**config.mk**
```make
export PLATFORM = sky130hd
export DESIGN_NAME = mirse_host
export DESIGN_NICKNAME = d
export VERILOG_FILES = /design/src/common/mirse_pkg.sv /design/src/design/mirse_host.sv
export VERILOG_INCLUDE_DIRS = /design/src /design/src/common
export SDC_FILE = /design/constraint.sdc
export NUM_CORES = 1
export LEC_CHECK = 0
export BUFFER_PORTS_ARGS = -buffer_cell sky130_fd_sc_hd__buf_4
export CORE_UTILIZATION = 30
export CTS_CLUSTER_SIZE = 8
export DETAILED_ROUTE_END_ITERATION = 10
export GPL_TIMING_DRIVEN = 0
export HOLD_SLACK_MARGIN = 0.02
export PLACE_DENSITY = 0.44
export RECOVER_POWER = 50
export SLEW_MARGIN = 20
export SYNTH_ARGS = -nofsm -noshare
export SYNTH_HDL_FRONTEND = slang
export SYNTH_SLANG_ARGS = --single-unit
export TNS_END_PERCENT = 5
```
**constraint.sdc**
```tcl
create_clock -name core_clk_i -period 2.8 [get_ports core_clk_i]
set_input_delay 0.14 -clock core_clk_i [delete_from_list [all_inputs] [get_ports core_clk_i]]
set_output_delay 0.14 -clock core_clk_i [all_outputs]
set_load 0.01 [all_outputs]
```
**src/common/mirse_regs.svh**
```systemverilog
// Register offsets, opcodes, field positions and timing counts of the flash host.
`ifndef MIRSE_REGS_SVH
`define MIRSE_REGS_SVH

// Wishbone byte offsets.
`define MIRSE_CTRL_OFS 6'h00
`define MIRSE_ADDR_OFS 6'h04
`define MIRSE_WRAP_OFS 6'h08
`define MIRSE_CFG_OFS 6'h0c
`define MIRSE_RDATA_OFS 6'h10
`define MIRSE_STAT_OFS 6'h14

// Control word fields.
`define MIRSE_CTRL_OP_LSB 0
`define MIRSE_CTRL_LEN_LSB 4
`define MIRSE_CTRL_CONT_BIT 8
`define MIRSE_CTRL_DC_BIT 9

// Status word fields.
`define MIRSE_STAT_BUSY_BIT 0
`define MIRSE_STAT_CONT_BIT 1
`define MIRSE_STAT_ERR_BIT 2
`define MIRSE_STAT_DONE_BIT 3

// Opcodes printed for this block.
`define MIRSE_OP_DUAL_READ 8'hbb
`define MIRSE_OP_QUAD_OUT 8'h6b
`define MIRSE_OP_QUAD_ADDR 8'heb
`define MIRSE_OP_SECTOR_ERASE 8'h20

// Continuous read indicators: toggling to stay, all ones to leave.
`define MIRSE_IND_STAY 8'ha5
`define MIRSE_IND_LEAVE 8'hff

// Clock counts per phase.
`define MIRSE_OPCODE_CLKS 6'd8
`define MIRSE_ADDR1_CLKS 6'd24
`define MIRSE_ADDR2_CLKS 6'd12
`define MIRSE_ADDR4_CLKS 6'd6
`define MIRSE_MODE_CLKS 6'd2
`define MIRSE_QOUT_DUMMY 6'd8
`define MIRSE_DUAL_DUMMY_SHORT 6'd4
`define MIRSE_DUAL_DUMMY_LONG 6'd8
`define MIRSE_QUAD_DUMMY_SHORT 6'd6
`define MIRSE_QUAD_DUMMY_LONG 6'd10

`endif

```
**src/common/mirse_pkg.sv**
```systemverilog
// Types shared by the flash host: engine phases and command codes.
package mirse_pkg;

   // Gray coded along idle, opcode, address, mode, dummy, data, tail.
   typedef enum logic [2:0] {
      MIRSE_IDLE = 3'b000,
      MIRSE_CMD = 3'b001,
      MIRSE_ADDR = 3'b011,
      MIRSE_MODE = 3'b010,
      MIRSE_DUMMY = 3'b110,
      MIRSE_DATA = 3'b111,
      MIRSE_TAIL = 3'b101
   } mirse_state_t;

   typedef enum logic [2:0] {
      MIRSE_CMD_DUAL = 3'h0,
      MIRSE_CMD_QOUT = 3'h1,
      MIRSE_CMD_QADDR = 3'h2,
      MIRSE_CMD_BURST = 3'h3,
      MIRSE_CMD_ERASE = 3'h4,
      MIRSE_CMD_WRITE_ENABLE_COMMAND = 3'h5,
      MIRSE_CMD_RDSR = 3'h6
   } mirse_cmd_t;

endpackage

```
**src/design/mirse_host.sv**
```systemverilog
// Serial flash host: Wishbone command registers driving a multi-line flash.
//
// The address map and the Wishbone interface to the registers are this design's own decisions.
`timescale 1ns/1ps
`default_nettype none
`include "mirse_regs.svh"

module mirse_host
   import mirse_pkg::*;
#(
   parameter int SCLK_HALF = 4,
   parameter logic [7:0] WRITE_ENABLE_COMMAND_OPCODE = 8'h06,
   parameter logic [7:0] RDSR_OPCODE = 8'h05,
   parameter logic [7:0] BURST_OPCODE = 8'h77
)
(
   input wire logic core_clk_i,
   input wire logic reset_n_i,
   input wire logic wb_cyc_i,
   input wire logic wb_stb_i,
   input wire logic wb_we_i,
   input wire logic [5:0] wb_adr_i,
   input wire logic [3:0] wb_sel_i,
   input wire logic [31:0] wb_dat_i,
   output logic [31:0] wb_dat_o,
   output logic wb_ack_o,
   output logic flash_cs_n_o,
   output logic flash_sclk_o,
   input wire logic [3:0] data_line_i,
   output logic [3:0] data_line_o,
   output logic [3:0] data_line_oe_o
);

   ////////////////////////////////////////////////////////////////////////////
   // Helpers.

   // Lines a phase of the given width drives, lowest line first.
   function automatic logic [3:0] lane_mask(input logic [2:0] w);
      logic [3:0] m;
      m = 4'h1;
      if (w == 3'd2)
      begin
         m = 4'h3;
      end
      else if (w == 3'd4)
      begin
         m = 4'hf;
      end
      return m;
   endfunction

   // Top bits of the shift word placed on the lines, highest bit on top line.
   function automatic logic [3:0] lane_bits(input logic [31:0] tx,
                                            input logic [2:0] w);
      logic [3:0] b;
      b = {3'h0, tx[31]};
      if (w == 3'd2)
      begin
         b = {2'h0, tx[31:30]};
      end
      else if (w == 3'd4)
      begin
         b = tx[31:28];
      end
      return b;
   endfunction

   // Indicator halves complement each other bit by bit.
   function automatic logic is_toggling(input logic [7:0] ind);
      return (ind[7:4] == ~ind[3:0]);
   endfunction

   ////////////////////////////////////////////////////////////////////////////
   // Registers and state.

   mirse_state_t state_q;
   mirse_cmd_t op_q;
   logic [1:0] len_q;
   logic cont_req_q;
   logic dc_q;
   logic [23:0] addr_q;
   logic [7:0] wrap_q;
   logic qe_q;
   logic [31:0] rdata_q;
   logic err_q;
   logic done_q;
   logic start_q;
   logic cont_q;
   logic ack_q;
   logic [31:0] dat_q;
   logic [3:0] sync1_q;
   logic [3:0] sync2_q;
   logic [7:0] div_q;
   logic sclk_q;
   logic cs_n_q;
   logic [5:0] left_q;
   logic [2:0] w_q;
   logic [31:0] tx_q;
   logic [31:0] rx_q;
   logic [3:0] dout_q;
   logic [3:0] oe_q;

   logic busy;
   logic div_end;
   logic rise_e;
   logic fall_e;
   logic wb_req;
   mirse_state_t nxt_c;
   logic [5:0] ph_n;
   logic [2:0] ph_w;
   logic [31:0] ph_tx;
   logic [7:0] opcode_c;
   logic [7:0] ind_c;
   logic [5:0] bytes_bits;
   logic [5:0] dual_dummy;
   logic [5:0] quad_dummy;

   assign busy = (state_q != MIRSE_IDLE) || start_q;
   assign wb_req = wb_cyc_i && wb_stb_i && !ack_q;
   assign div_end = (div_q == 8'(SCLK_HALF - 1));
   assign rise_e = div_end && !sclk_q;
   assign fall_e = div_end && sclk_q;
   assign ind_c = cont_req_q ? `MIRSE_IND_STAY : `MIRSE_IND_LEAVE;
   assign bytes_bits = 6'(({4'h0, len_q} + 6'd1) << 3);
   // Totals include the two mode clocks driven before the quiet dummies.
   assign dual_dummy = (dc_q ? `MIRSE_DUAL_DUMMY_LONG
                        : `MIRSE_DUAL_DUMMY_SHORT) - `MIRSE_MODE_CLKS;
   assign quad_dummy = (dc_q ? `MIRSE_QUAD_DUMMY_LONG
                        : `MIRSE_QUAD_DUMMY_SHORT) - `MIRSE_MODE_CLKS;

   ////////////////////////////////////////////////////////////////////////////
   // Wishbone slave: one-cycle answer, unmapped reads zero, writes dropped.

   always_ff @(posedge core_clk_i or negedge reset_n_i)
   begin
      if (!reset_n_i)
      begin
         ack_q <= 1'b0;
         dat_q <= 32'h0;
      end
      else
      begin
         ack_q <= wb_req;
         if (wb_req && !wb_we_i)
         begin
            if (wb_adr_i == `MIRSE_ADDR_OFS)
            begin
               dat_q <= {8'h0, addr_q};
            end
            else if (wb_adr_i == `MIRSE_WRAP_OFS)
            begin
               dat_q <= {24'h0, wrap_q};
            end
            else if (wb_adr_i == `MIRSE_CFG_OFS)
            begin
               dat_q <= {31'h0, qe_q};
            end
            else if (wb_adr_i == `MIRSE_RDATA_OFS)
            begin
               dat_q <= rdata_q;
            end
            else if (wb_adr_i == `MIRSE_STAT_OFS)
            begin
               dat_q <= {28'h0, done_q, err_q, cont_q, busy};
            end
            else if (wb_adr_i == `MIRSE_CTRL_OFS)
            begin
               dat_q <= {22'h0, dc_q, cont_req_q, 2'h0, len_q, 1'b0, op_q};
            end
            else
            begin
               dat_q <= 32'h0;
            end
         end
      end
   end

   // Register writes; a command word starts the engine when legal.
   always_ff @(posedge core_clk_i or negedge reset_n_i)
   begin
      if (!reset_n_i)
      begin
         op_q <= MIRSE_CMD_DUAL;
         len_q <= 2'h0;
         cont_req_q <= 1'b0;
         dc_q <= 1'b0;
         addr_q <= 24'h0;
         wrap_q <= 8'h10;
         qe_q <= 1'b0;
         err_q <= 1'b0;
         start_q <= 1'b0;
      end
      else
      begin
         start_q <= 1'b0;
         if (wb_req && wb_we_i)
         begin
            if (wb_adr_i == `MIRSE_ADDR_OFS && wb_sel_i[0])
            begin
               addr_q <= wb_dat_i[23:0];
            end
            else if (wb_adr_i == `MIRSE_WRAP_OFS && wb_sel_i[0])
            begin
               wrap_q <= wb_dat_i[7:0];
            end
            else if (wb_adr_i == `MIRSE_CFG_OFS && wb_sel_i[0])
            begin
               qe_q <= wb_dat_i[0];
            end
            else if (wb_adr_i == `MIRSE_CTRL_OFS && (&wb_sel_i[1:0]))
            begin
               // Refuse while busy, an unknown code, a quad read without
               // quad enable, or anything but a quad address read while the
               // device sits in continuous read and would take it as address.
               if (busy || wb_dat_i[2:0] == 3'h7
                   || (!qe_q && (wb_dat_i[2:0] == MIRSE_CMD_QOUT
                       || wb_dat_i[2:0] == MIRSE_CMD_QADDR))
                   || (cont_q && wb_dat_i[2:0] != MIRSE_CMD_QADDR))
               begin
                  err_q <= 1'b1;
               end
               else
               begin
                  op_q <= mirse_cmd_t'(wb_dat_i[2:0]);
                  len_q <= wb_dat_i[`MIRSE_CTRL_LEN_LSB +: 2];
                  cont_req_q <= wb_dat_i[`MIRSE_CTRL_CONT_BIT];
                  dc_q <= wb_dat_i[`MIRSE_CTRL_DC_BIT];
                  err_q <= 1'b0;
                  start_q <= 1'b1;
               end
            end
         end
      end
   end

   ////////////////////////////////////////////////////////////////////////////
   // Pin input synchroniser.

   always_ff @(posedge core_clk_i or negedge reset_n_i)
   begin
      if (!reset_n_i)
      begin
         sync1_q <= 4'h0;
         sync2_q <= 4'h0;
      end
      else
      begin
         sync1_q <= data_line_i;
         sync2_q <= sync1_q;
      end
   end

   ////////////////////////////////////////////////////////////////////////////
   // Phase sequencing and the setup of the phase about to begin.

   always_comb
   begin
      case (op_q)
         MIRSE_CMD_DUAL: opcode_c = `MIRSE_OP_DUAL_READ;
         MIRSE_CMD_QOUT: opcode_c = `MIRSE_OP_QUAD_OUT;
         MIRSE_CMD_QADDR: opcode_c = `MIRSE_OP_QUAD_ADDR;
         MIRSE_CMD_BURST: opcode_c = BURST_OPCODE;
         MIRSE_CMD_ERASE: opcode_c = `MIRSE_OP_SECTOR_ERASE;
         MIRSE_CMD_WRITE_ENABLE_COMMAND: opcode_c = WRITE_ENABLE_COMMAND_OPCODE;
         default: opcode_c = RDSR_OPCODE;
      endcase
   end

   always_comb
   begin
      case (state_q)
         MIRSE_IDLE: nxt_c = (op_q == MIRSE_CMD_QADDR && cont_q)
                             ? MIRSE_ADDR : MIRSE_CMD;
         MIRSE_CMD: nxt_c = (op_q == MIRSE_CMD_WRITE_ENABLE_COMMAND) ? MIRSE_TAIL
                            : (op_q == MIRSE_CMD_RDSR) ? MIRSE_DATA
                            : MIRSE_ADDR;
         MIRSE_ADDR: nxt_c = (op_q == MIRSE_CMD_ERASE
                              || op_q == MIRSE_CMD_BURST) ? MIRSE_TAIL
                             : (op_q == MIRSE_CMD_QOUT) ? MIRSE_DUMMY
                             : MIRSE_MODE;
         MIRSE_MODE: nxt_c = MIRSE_DUMMY;
         MIRSE_DUMMY: nxt_c = MIRSE_DATA;
         MIRSE_DATA: nxt_c = MIRSE_TAIL;
         default: nxt_c = MIRSE_IDLE;
      endcase
   end

   // Clock count, lane width and shift word of the next phase.
   always_comb
   begin
      ph_n = 6'd0;
      ph_w = 3'd1;
      ph_tx = 32'h0;
      case (nxt_c)
         MIRSE_CMD:
         begin
            ph_n = `MIRSE_OPCODE_CLKS;
            ph_tx = {opcode_c, 24'h0};
         end
         MIRSE_ADDR:
         begin
            ph_tx = {addr_q, 8'h0};
            if (op_q == MIRSE_CMD_BURST)
            begin
               ph_n = `MIRSE_OPCODE_CLKS;
               ph_tx = {wrap_q, 24'h0};
            end
            else if (op_q == MIRSE_CMD_DUAL)
            begin
               ph_n = `MIRSE_ADDR2_CLKS;
               ph_w = 3'd2;
            end
            else if (op_q == MIRSE_CMD_QADDR)
            begin
               ph_n = `MIRSE_ADDR4_CLKS;
               ph_w = 3'd4;
            end
            else
            begin
               ph_n = `MIRSE_ADDR1_CLKS;
            end
         end
         MIRSE_MODE:
         begin
            ph_n = `MIRSE_MODE_CLKS;
            if (op_q == MIRSE_CMD_DUAL)
            begin
               ph_w = 3'd2;
            end
            else
            begin
               ph_w = 3'd4;
               ph_tx = {ind_c, 24'h0};
            end
         end
         MIRSE_DUMMY:
         begin
            if (op_q == MIRSE_CMD_QOUT)
            begin
               ph_n = `MIRSE_QOUT_DUMMY;
            end
            else if (op_q == MIRSE_CMD_DUAL)
            begin
               ph_n = dual_dummy;
            end
            else
            begin
               ph_n = quad_dummy;
            end
         end
         MIRSE_DATA:
         begin
            if (op_q == MIRSE_CMD_RDSR)
            begin
               ph_n = `MIRSE_OPCODE_CLKS;
            end
            else if (op_q == MIRSE_CMD_DUAL)
            begin
               ph_w = 3'd2;
               ph_n = bytes_bits >> 1;
            end
            else
            begin
               ph_w = 3'd4;
               ph_n = bytes_bits >> 2;
            end
         end
         default:
         begin
            ph_n = 6'd0;
         end
      endcase
   end

   ////////////////////////////////////////////////////////////////////////////
   // Serial clock divider; it restarts whenever the engine is idle.

   always_ff @(posedge core_clk_i or negedge reset_n_i)
   begin
      if (!reset_n_i)
      begin
         div_q <= 8'h0;
      end
      else if (state_q == MIRSE_IDLE || div_end)
      begin
         div_q <= 8'h0;
      end
      else
      begin
         div_q <= div_q + 8'h1;
      end
   end

   ////////////////////////////////////////////////////////////////////////////
   // Frame engine. Host lines change on falling edges so that the device
   // samples them settled on the rising edge; read data is taken on the
   // rising edge, half a clock after the device moved it.

   always_ff @(posedge core_clk_i or negedge reset_n_i)
   begin
      if (!reset_n_i)
      begin
         state_q <= MIRSE_IDLE;
         cs_n_q <= 1'b1;
         sclk_q <= 1'b0;
         left_q <= 6'd0;
         w_q <= 3'd1;
         tx_q <= 32'h0;
         rx_q <= 32'h0;
         dout_q <= 4'h0;
         oe_q <= 4'h0;
         rdata_q <= 32'h0;
         cont_q <= 1'b0;
         done_q <= 1'b0;
      end
      else
      begin
         case (state_q)
            MIRSE_IDLE:
            begin
               if (start_q)
               begin
                  state_q <= nxt_c;
                  cs_n_q <= 1'b0;
                  done_q <= 1'b0;
                  rx_q <= 32'h0;
                  left_q <= ph_n;
                  w_q <= ph_w;
                  tx_q <= ph_tx;
                  dout_q <= lane_bits(ph_tx, ph_w);
                  oe_q <= lane_mask(ph_w);
               end
            end
            MIRSE_TAIL:
            begin
               // Select stays high at least half a serial clock.
               if (div_end)
               begin
                  state_q <= MIRSE_IDLE;
                  done_q <= 1'b1;
               end
            end
            default:
            begin
               if (rise_e)
               begin
                  sclk_q <= 1'b1;
                  left_q <= left_q - 6'd1;
                  if (state_q == MIRSE_DATA)
                  begin
                     if (w_q == 3'd4)
                     begin
                        rx_q <= {rx_q[27:0], sync2_q};
                     end
                     else if (w_q == 3'd2)
                     begin
                        rx_q <= {rx_q[29:0], sync2_q[1:0]};
                     end
                     else
                     begin
                        rx_q <= {rx_q[30:0], sync2_q[1]};
                     end
                  end
               end
               else if (fall_e)
               begin
                  sclk_q <= 1'b0;
                  if (left_q == 6'd0)
                  begin
                     if (state_q == MIRSE_MODE && op_q == MIRSE_CMD_QADDR)
                     begin
                        cont_q <= is_toggling(ind_c);
                     end
                     if (state_q == MIRSE_DATA)
                     begin
                        rdata_q <= rx_q;
                     end
                     // Select rises right after the last bit of the frame.
                     cs_n_q <= (nxt_c == MIRSE_TAIL);
                     state_q <= nxt_c;
                     left_q <= ph_n;
                     w_q <= ph_w;
                     tx_q <= ph_tx;
                     dout_q <= lane_bits(ph_tx, ph_w);
                     // Lines are released from the dummy phase on.
                     oe_q <= (nxt_c == MIRSE_DUMMY || nxt_c == MIRSE_DATA
                              || nxt_c == MIRSE_TAIL)
                             ? 4'h0 : lane_mask(ph_w);
                  end
                  else
                  begin
                     tx_q <= tx_q << w_q;
                     dout_q <= lane_bits(tx_q << w_q, w_q);
                  end
               end
            end
         endcase
      end
   end

   ////////////////////////////////////////////////////////////////////////////
   // Outputs, each straight from a register.

   assign wb_ack_o = ack_q;
   assign wb_dat_o = dat_q;
   assign flash_cs_n_o = cs_n_q;
   assign flash_sclk_o = sclk_q;
   assign data_line_o = dout_q;
   assign data_line_oe_o = oe_q;

endmodule
`default_nettype wire

```
==> results of run 1 <==
-- final cells by class --
class	instances	area share, %
multi-input cells	874	41.1
clock buffers	42	5.77
plain buffers	92	3.11
clock inverters	1	0.215
inverters	14	0.376
well taps	511	4.58
flip-flops and latches	210	37.6
repair buffers	123	7.21
-- per-stage QoR --
stage          hold WS (ns)  instance area (sq um)
2_1_floorplan        -0.156                  11400
3_3_place_gp          0.249                  12700
3_5_place_dp          0.195                  12800
4_1_cts              0.0421                  14000
5_1_grt              0.0368                  14000
6_report             0.0271                  14000
-- power groups by stage --
stage | clock network [uW] | registers [uW] | logic, uW
floorplan | 0 | 3240 | 158
global placement | 0 | 3240 | 443
detailed placement | 0 | 3240 | 455
CTS | 3450 | 3190 | 496
global route | 3580 | 3190 | 532
finish | 3360 | 3190 | 478
-- repair_timing --
item,CTS,global route
hold buffers,39,0
setup endpoints to repair,22,44
gates cloned,0,0
hold endpoints to repair,128,0
pin swaps,0,1
gates resized for setup,4,8
-- tightest hold or removal path, cell delays in order --
cell	delay (ns)
buf_4	0.11
nor4_2	0.08
nand3_1	0.09
mux2_2	0.15
-- cell families after synthesis --
logic type / Yosys count / share of synthesized area [%]
and+or+nand+nor: 413 / 17.0
DFF: 210 / 46.0
buffers and inverters: 106 / 4.21
muxes: 160 / 15.8
AOI/OAI and AO/OA: 285 / 15.6
adders and majority gates: 5 / 0.547
xor gates and xnor gates: 11 / 0.843
-- registers in the layout (all words and copies together) (netlist names), 2 cells and up --
name,count
data_line_oe_o,3
op_q,3
state_q,3
rx_q,32
data_line_o,4
left_q,6
div_q,8
rdata_q,32
sync2_q,4
addr_q,24
sync1_q,4
tx_q,32
w_q,3
len_q,2
wrap_q,8
wb_dat_o,32
-- worst min-delay path by stage --
| stage | to | slack (ns) | cells after the start |
|---|---|---|---|
| floorplan | addr_q[0] | -0.16 | 0 |
| global placement | sync1_q[3] | 0.25 | 1 |
| detailed placement | data_line_oe_o[0] | 0.19 | 1 |
| CTS | qe_q | 0.04 | 4 |
| global route | qe_q | 0.04 | 4 |
| finish | qe_q | 0.03 | 4 |
-- cells in the final DEF (no fill, tap or decap), types with 17 or more instances in the layout --
cell type      instances
a21oi_1              103
a221oi_1              18
buf_2                 28
buf_4                 74
clkbuf_1              66
clkbuf_16             30
dfrtp_1              207
dlygate4sd3_1         39
mux2_2                71
mux2i_1               77
nand2_1              123
nand3_1               62
nor2_1               124
nor3_1                17
o21ai_0               58
-- layer usage --
layer / vias up / wire, microns / global-route usage [%]
met4: 2 / 816 / 4.62
met1: 4876 / 19200 / 30.3
li1: 4612 / - / -
met2: 223 / 17900 / 31.9
met3: 56 / 1440 / 2.82
met5: - / 11 / 0
==> flow_metrics.tcl, run 1 <==
set metrics [dict create \
    delay_of_the_slowest_critical_path_stage_ns 0.46 \
    area_growth_pct 22.2 \
    grt.overflow.total 0 \
    design.die.area_sq_mm 0.0389 \
    placementRows 71 \
    seq_area_sq_mm 0.00526 \
    synthesis.instances 1190 \
    power.switching_fraction_pct 24.6 \
    route.detailed.wl_per_inst_microns 21.0 \
    arrival_worst_endpoint_ns 3.14 \
    first_global_vias 9697 \
    htreeDepth 1 \
    skew_pair_late_insertion_delay_ns 0.58 \
    ys_top_cells_by_area "dfrtp_1 45%, mux2_2 7.0%, mux2i_1 6.7%" \
    cts_setup_buffers 0 \
    postRouteAntennaNets 0 \
    multiInputGateArea_sq_mm 0.00574 \
    start_kind "register" \
    critical_path.endpoint_type "register" \
    core_area_sq_mm 0.0376 \
    die_h_microns 197 \
    grt_first_pass_wirelength_mm 61.1 \
    ctsLongestPathBuffers 3 \
    hp-class "in -> reg" \
    post-place-cells 1785 \
    yosys_warning_total 0 \
    critical_path.n_buffers_inverters 3 \
    synth_edf_count 0 \
    instances_no_fill 1867 \
    worst-path-stages 9 \
    rsz_0062_raised_after_global_routing "yes" \
    critPathSlowestCell "dfrtp_1" \
    die_width_microns 197 \
    setup_viol_count_final 0 \
    layout-drive-gt1-share_pct 19.2 \
    slew_viol_final 83 \
    syn_avg_cell_area_sq_um 9.61 \
    drt_pass1_iterations 5 \
    cts_buffer_count 30 \
    dr_total_vias 9769 \
    timing.rr.end "op_q[0]" \
    worst_ep_required_time_ns 3.24 \
    tightest_slew_ns 2.21 \
    track_usage_pct 20.6 \
    failed_checks "capacitance limit, slew limit" \
    cp_cell_sequence "buf_6, buf_2, nor2_1, nand2_1, a211oi_1, o311ai_0, nor2_1, clkbuf_1, o21ai_0" \
    hold_viol_final 0 \
    synth.net_count 1246 \
    r2r_setup_slk_ns 0.10 \
    final_nets 1401 \
    drt-total-wl_mm 39.3 \
    netlist_top_cells_count "207 x dfrtp_1, 126 x nor2_1, 123 x nand2_1, 104 x a21oi_1, 77 x mux2i_1" \
    synth-main-ff-cell "dfrtp_1" \
    detailedPlace.worstSlack_ns -0.164 \
    antenna-diode-count 0 \
    criticalPathCategory "reg -> reg" \
    synth.ff_latch_count 210 \
    yosysTopAreaCellShare_pct 45.3 \
    switchingPower_uw 1720 \
    power_per_cell_area_mw_per_mm2 502 \
    cts.sinks 210 \
    floorplan.initialDensity_pct 30.4 \
    critPathLaunch "state_q[1]" \
    pwr-share-seq_pct 45.4 \
    drt_iter0_markers 612 \
    synth_seq_area_share_pct 46.0 \
    run_status "complete, but fails checks" \
    p_int_uw 5300 \
    clkPwrFrac_pct 47.8 \
    timing.rr.start "state_q[1]" \
    synth_area_sq_mm 0.0114 \
    clock_tree_from_tritoncts "done" \
    clock-root-buffer "clkbuf_16" \
    final.fill_count 3800 \
    cts.clk_slew.worst_paths_ns 0.05 \
    tns_ns 0 \
    grt_max_degree 83 \
    crit_path_top_cell_by_count "nor2_1" \
    synth-async-reset-ratio_pct 100 \
    port_buffer_cells 82 \
    fin_util_pct 37.2 \
    path_max_fanout 10 \
    pwr-share-comb_pct 6.8 \
    grt_antenna_before_repair 2 \
    worst_path_dominant_cell_family "buffers and inverters" \
    yosys.cell_count.top_type "dfrtp_1" \
    timing.final.crit_period_ns 2.70 \
    gpl.final_weighted_congestion 0.926 \
    synthDistinctLibCells 81 \
    maxClockFrequency_ghz 0.371 \
    critical_path_endpoint "op_q[0]" \
    post-route-period-util_pct 96.3 \
    r2r.worst_path.cells 9 \
    place.detailed.hpwl_mm 28.8 \
    leakage_uw 0.00591 \
    io_pins 94 \
    drt_drc_violations_left 0 \
    report.power.total_uw 7020 \
    largest_area_contributor_in_the_netlist "dfrtp_1" \
    avgViaCountPerCell 5.23 \
    setup_skew_ns 0.0163 \
    max_cap_violations 1 \
    min-delay-start "wb_adr_i[0]" \
    max-slew-margin-rel_pct -47.0 \
    worst_slack_ns 0.103 \
    vdd.ir_drop.worst_mv 0.491 \
]
Note: power is estimated with default switching activity, not from simulation.
==> inputs of run 2 (changes only) <==
--- a/config.mk
+++ b/config.mk
@@ -8,6 +8,7 @@
 export LEC_CHECK = 0
 export BUFFER_PORTS_ARGS = -buffer_cell sky130_fd_sc_hd__buf_4
 export CORE_UTILIZATION = 30
+export CTS_BUF_LIST = sky130_fd_sc_hd__clkbuf_16
 export CTS_CLUSTER_SIZE = 8
 export DETAILED_ROUTE_END_ITERATION = 10
 export GPL_TIMING_DRIVEN = 0
==> flow_metrics.tcl, run 2 (synthesized netlist as in run 1, its figures left out) <==
set metrics [dict create \
    cts.sinks 210 \
    delay_of_the_slowest_critical_path_stage_ns 0.46 \
    design.die.area_sq_mm 0.0389 \
    post-place-cells 1785 \
    place.detailed.hpwl_mm 28.8 \
    critPathLaunch "state_q[1]" \
    grt_first_pass_wirelength_mm 61.1 \
    maxClockFrequency_ghz 0.370 \
    die_h_microns 197 \
    worst-path-stages 9 \
    skew_pair_late_insertion_delay_ns 0.58 \
    drt_drc_violations_left 0 \
    critical_path_endpoint "op_q[0]" \
    slew_viol_final 83 \
    track_usage_pct 20.6 \
    path_max_fanout 10 \
    instances_no_fill 1867 \
    criticalPathCategory "reg -> reg" \
    cts_buffer_count 30 \
    critical_path.endpoint_type "register" \
    placementRows 71 \
    drt_pass1_iterations 5 \
    max-slew-margin-rel_pct -48.0 \
    layout-drive-gt1-share_pct 19.1 \
    postRouteAntennaNets 0 \
    r2r_setup_slk_ns 0.1 \
    rsz_0062_raised_after_global_routing "yes" \
    final.fill_count 3801 \
    first_global_vias 9696 \
    floorplan.initialDensity_pct 30.4 \
    core_area_sq_mm 0.0376 \
    arrival_worst_endpoint_ns 3.15 \
    worst_ep_required_time_ns 3.24 \
    hold_viol_final 0 \
    gpl.final_weighted_congestion 0.926 \
    route.detailed.wl_per_inst_microns 21.0 \
    timing.final.crit_period_ns 2.70 \
    critPathSlowestCell "dfrtp_1" \
    critical_path.n_buffers_inverters 3 \
    final_nets 1401 \
    run_status "complete, but fails checks" \
    start_kind "register" \
    max_cap_violations 1 \
    htreeDepth 1 \
    ctsLongestPathBuffers 3 \
    grt_antenna_before_repair 2 \
    most-common-layout-cells "207 x dfrtp_1, 124 x nor2_1, 123 x nand2_1" \
    timing.rr.start "state_q[1]" \
    tightest_slew_ns 2.22 \
    clock-root-buffer "clkbuf_16" \
    area_growth_pct 22.1 \
    avgViaCountPerCell 5.26 \
    failed_checks "capacitance limit, slew limit" \
    clock_tree_from_tritoncts "done" \
    timing.rr.end "op_q[0]" \
    r2r.worst_path.cells 9 \
    worst_path_dominant_cell_family "buffers and inverters" \
    most_frequent_standard_cell_in_the_layout_excluding_fill_and_tap_cells "dfrtp_1" \
    grt.overflow.total 0 \
    setup_viol_count_final 0 \
    crit_path_top_cell_by_count "nor2_1" \
    cp_cell_sequence "buf_6, buf_2, nor2_1, nand2_1, a211oi_1, o311ai_0, nor2_1, clkbuf_1, o21ai_0" \
    hold_path_depth 4 \
    drt-total-wl_mm 39.3 \
    power_per_cell_area_mw_per_mm2 498 \
    post-route-period-util_pct 96.5 \
    grt_max_degree 83 \
    leakage_uw 0.00595 \
    seq_area_sq_mm 0.00526 \
    port_buffer_cells 82 \
    drt_iter0_markers 609 \
    die_width_microns 197 \
    cts.clk_slew.worst_paths_ns 0.06 \
    hp-class "in -> reg" \
    vdd.ir_drop.worst_mv 0.489 \
    dr_total_vias 9824 \
    fin_util_pct 37.1 \
    io_pins 94 \
    multiInputGateArea_sq_mm 0.00574 \
    tns_ns 0 \
    antenna-diode-count 0 \
    setup_skew_ns 0.0175 \
]
-- run 2: changes by cell type in the layout (fill, tap and decap cells not counted) --
| cell | previous run | this run |
|---|---|---|
| clkinv_1 | 1 | 2 |
| clkbuf_1 | 66 | 55 |
| clkbuf_8 | 1 | 0 |
| inv_1 | 13 | 24 |
-- run 2: how the worst min path moves through the flow --
stage / startpoint / endpoint / slack, ns
CTS: wb_adr_i[0] / qe_q / 0.04
global placement: data_line_i[3] / sync1_q[3] / 0.25
global route: wb_adr_i[0] / qe_q / 0.04
floorplan: reset_n_i / addr_q[0] / -0.16
detailed placement: reset_n_i / data_line_oe_o[0] / 0.19
finish: wb_adr_i[0] / qe_q / 0.03
-- run 2: what timing repair did --
action,in CTS,in global routing
setup endpoints to repair,22,44
hold endpoints to repair,128,0
pin swaps,0,1
resized for setup,4,8
hold buffers,39,0
setup buffers,0,0
-- run 2: cell type report --
type | count | share of cell area (%)
Clock inverter | 13 | 0.538
Timing Repair Buffer | 123 | 7.22
Multi-Input combinational cell | 874 | 41.1
Buffer | 92 | 3.11
Inverter | 14 | 0.376
Tap cell | 511 | 4.58
Sequential cell | 210 | 37.7
Clock buffer | 30 | 5.38
-- run 2: per-stage QoR --
stage               area, sq um  hold slack (ns)  total power, uW  setup WS [ns]
floorplan                 11400           -0.156             3400          0.440
global placement          12700            0.249             3680         -0.306
detailed placement        12800            0.195             3690         -0.164
CTS                       14000           0.0421             7060         0.0106
global route              14000           0.0368             7230         -0.131
finish                    14000           0.0259             6950         0.0968
-- run 2: worst min-delay path: cells and delay by family --
family        cells  cell delay, ns
buf+inv           1            0.11
mux               1            0.15
simple gates      2            0.17
-- run 2: report_power, final --
group / total [uW] / switching [uW] / internal (uW)
clock network: 3290 / 1400 / 1890
registers: 3180 / 64.4 / 3120
logic: 479 / 263 / 215
total: 6950 / 1720 / 5230
-- run 2: routing by layer --
| metal | up-vias | GRT usage (%) | share of wire (%) |
|---|---|---|---|
| met5 | - | 0 | 0.028 |
| met4 | 2 | 4.62 | 2.0 |
| met3 | 57 | 2.82 | 3.9 |
| met2 | 246 | 31.9 | 46 |
| met1 | 4909 | 30.3 | 48 |
| li1 | 4610 | - | - |
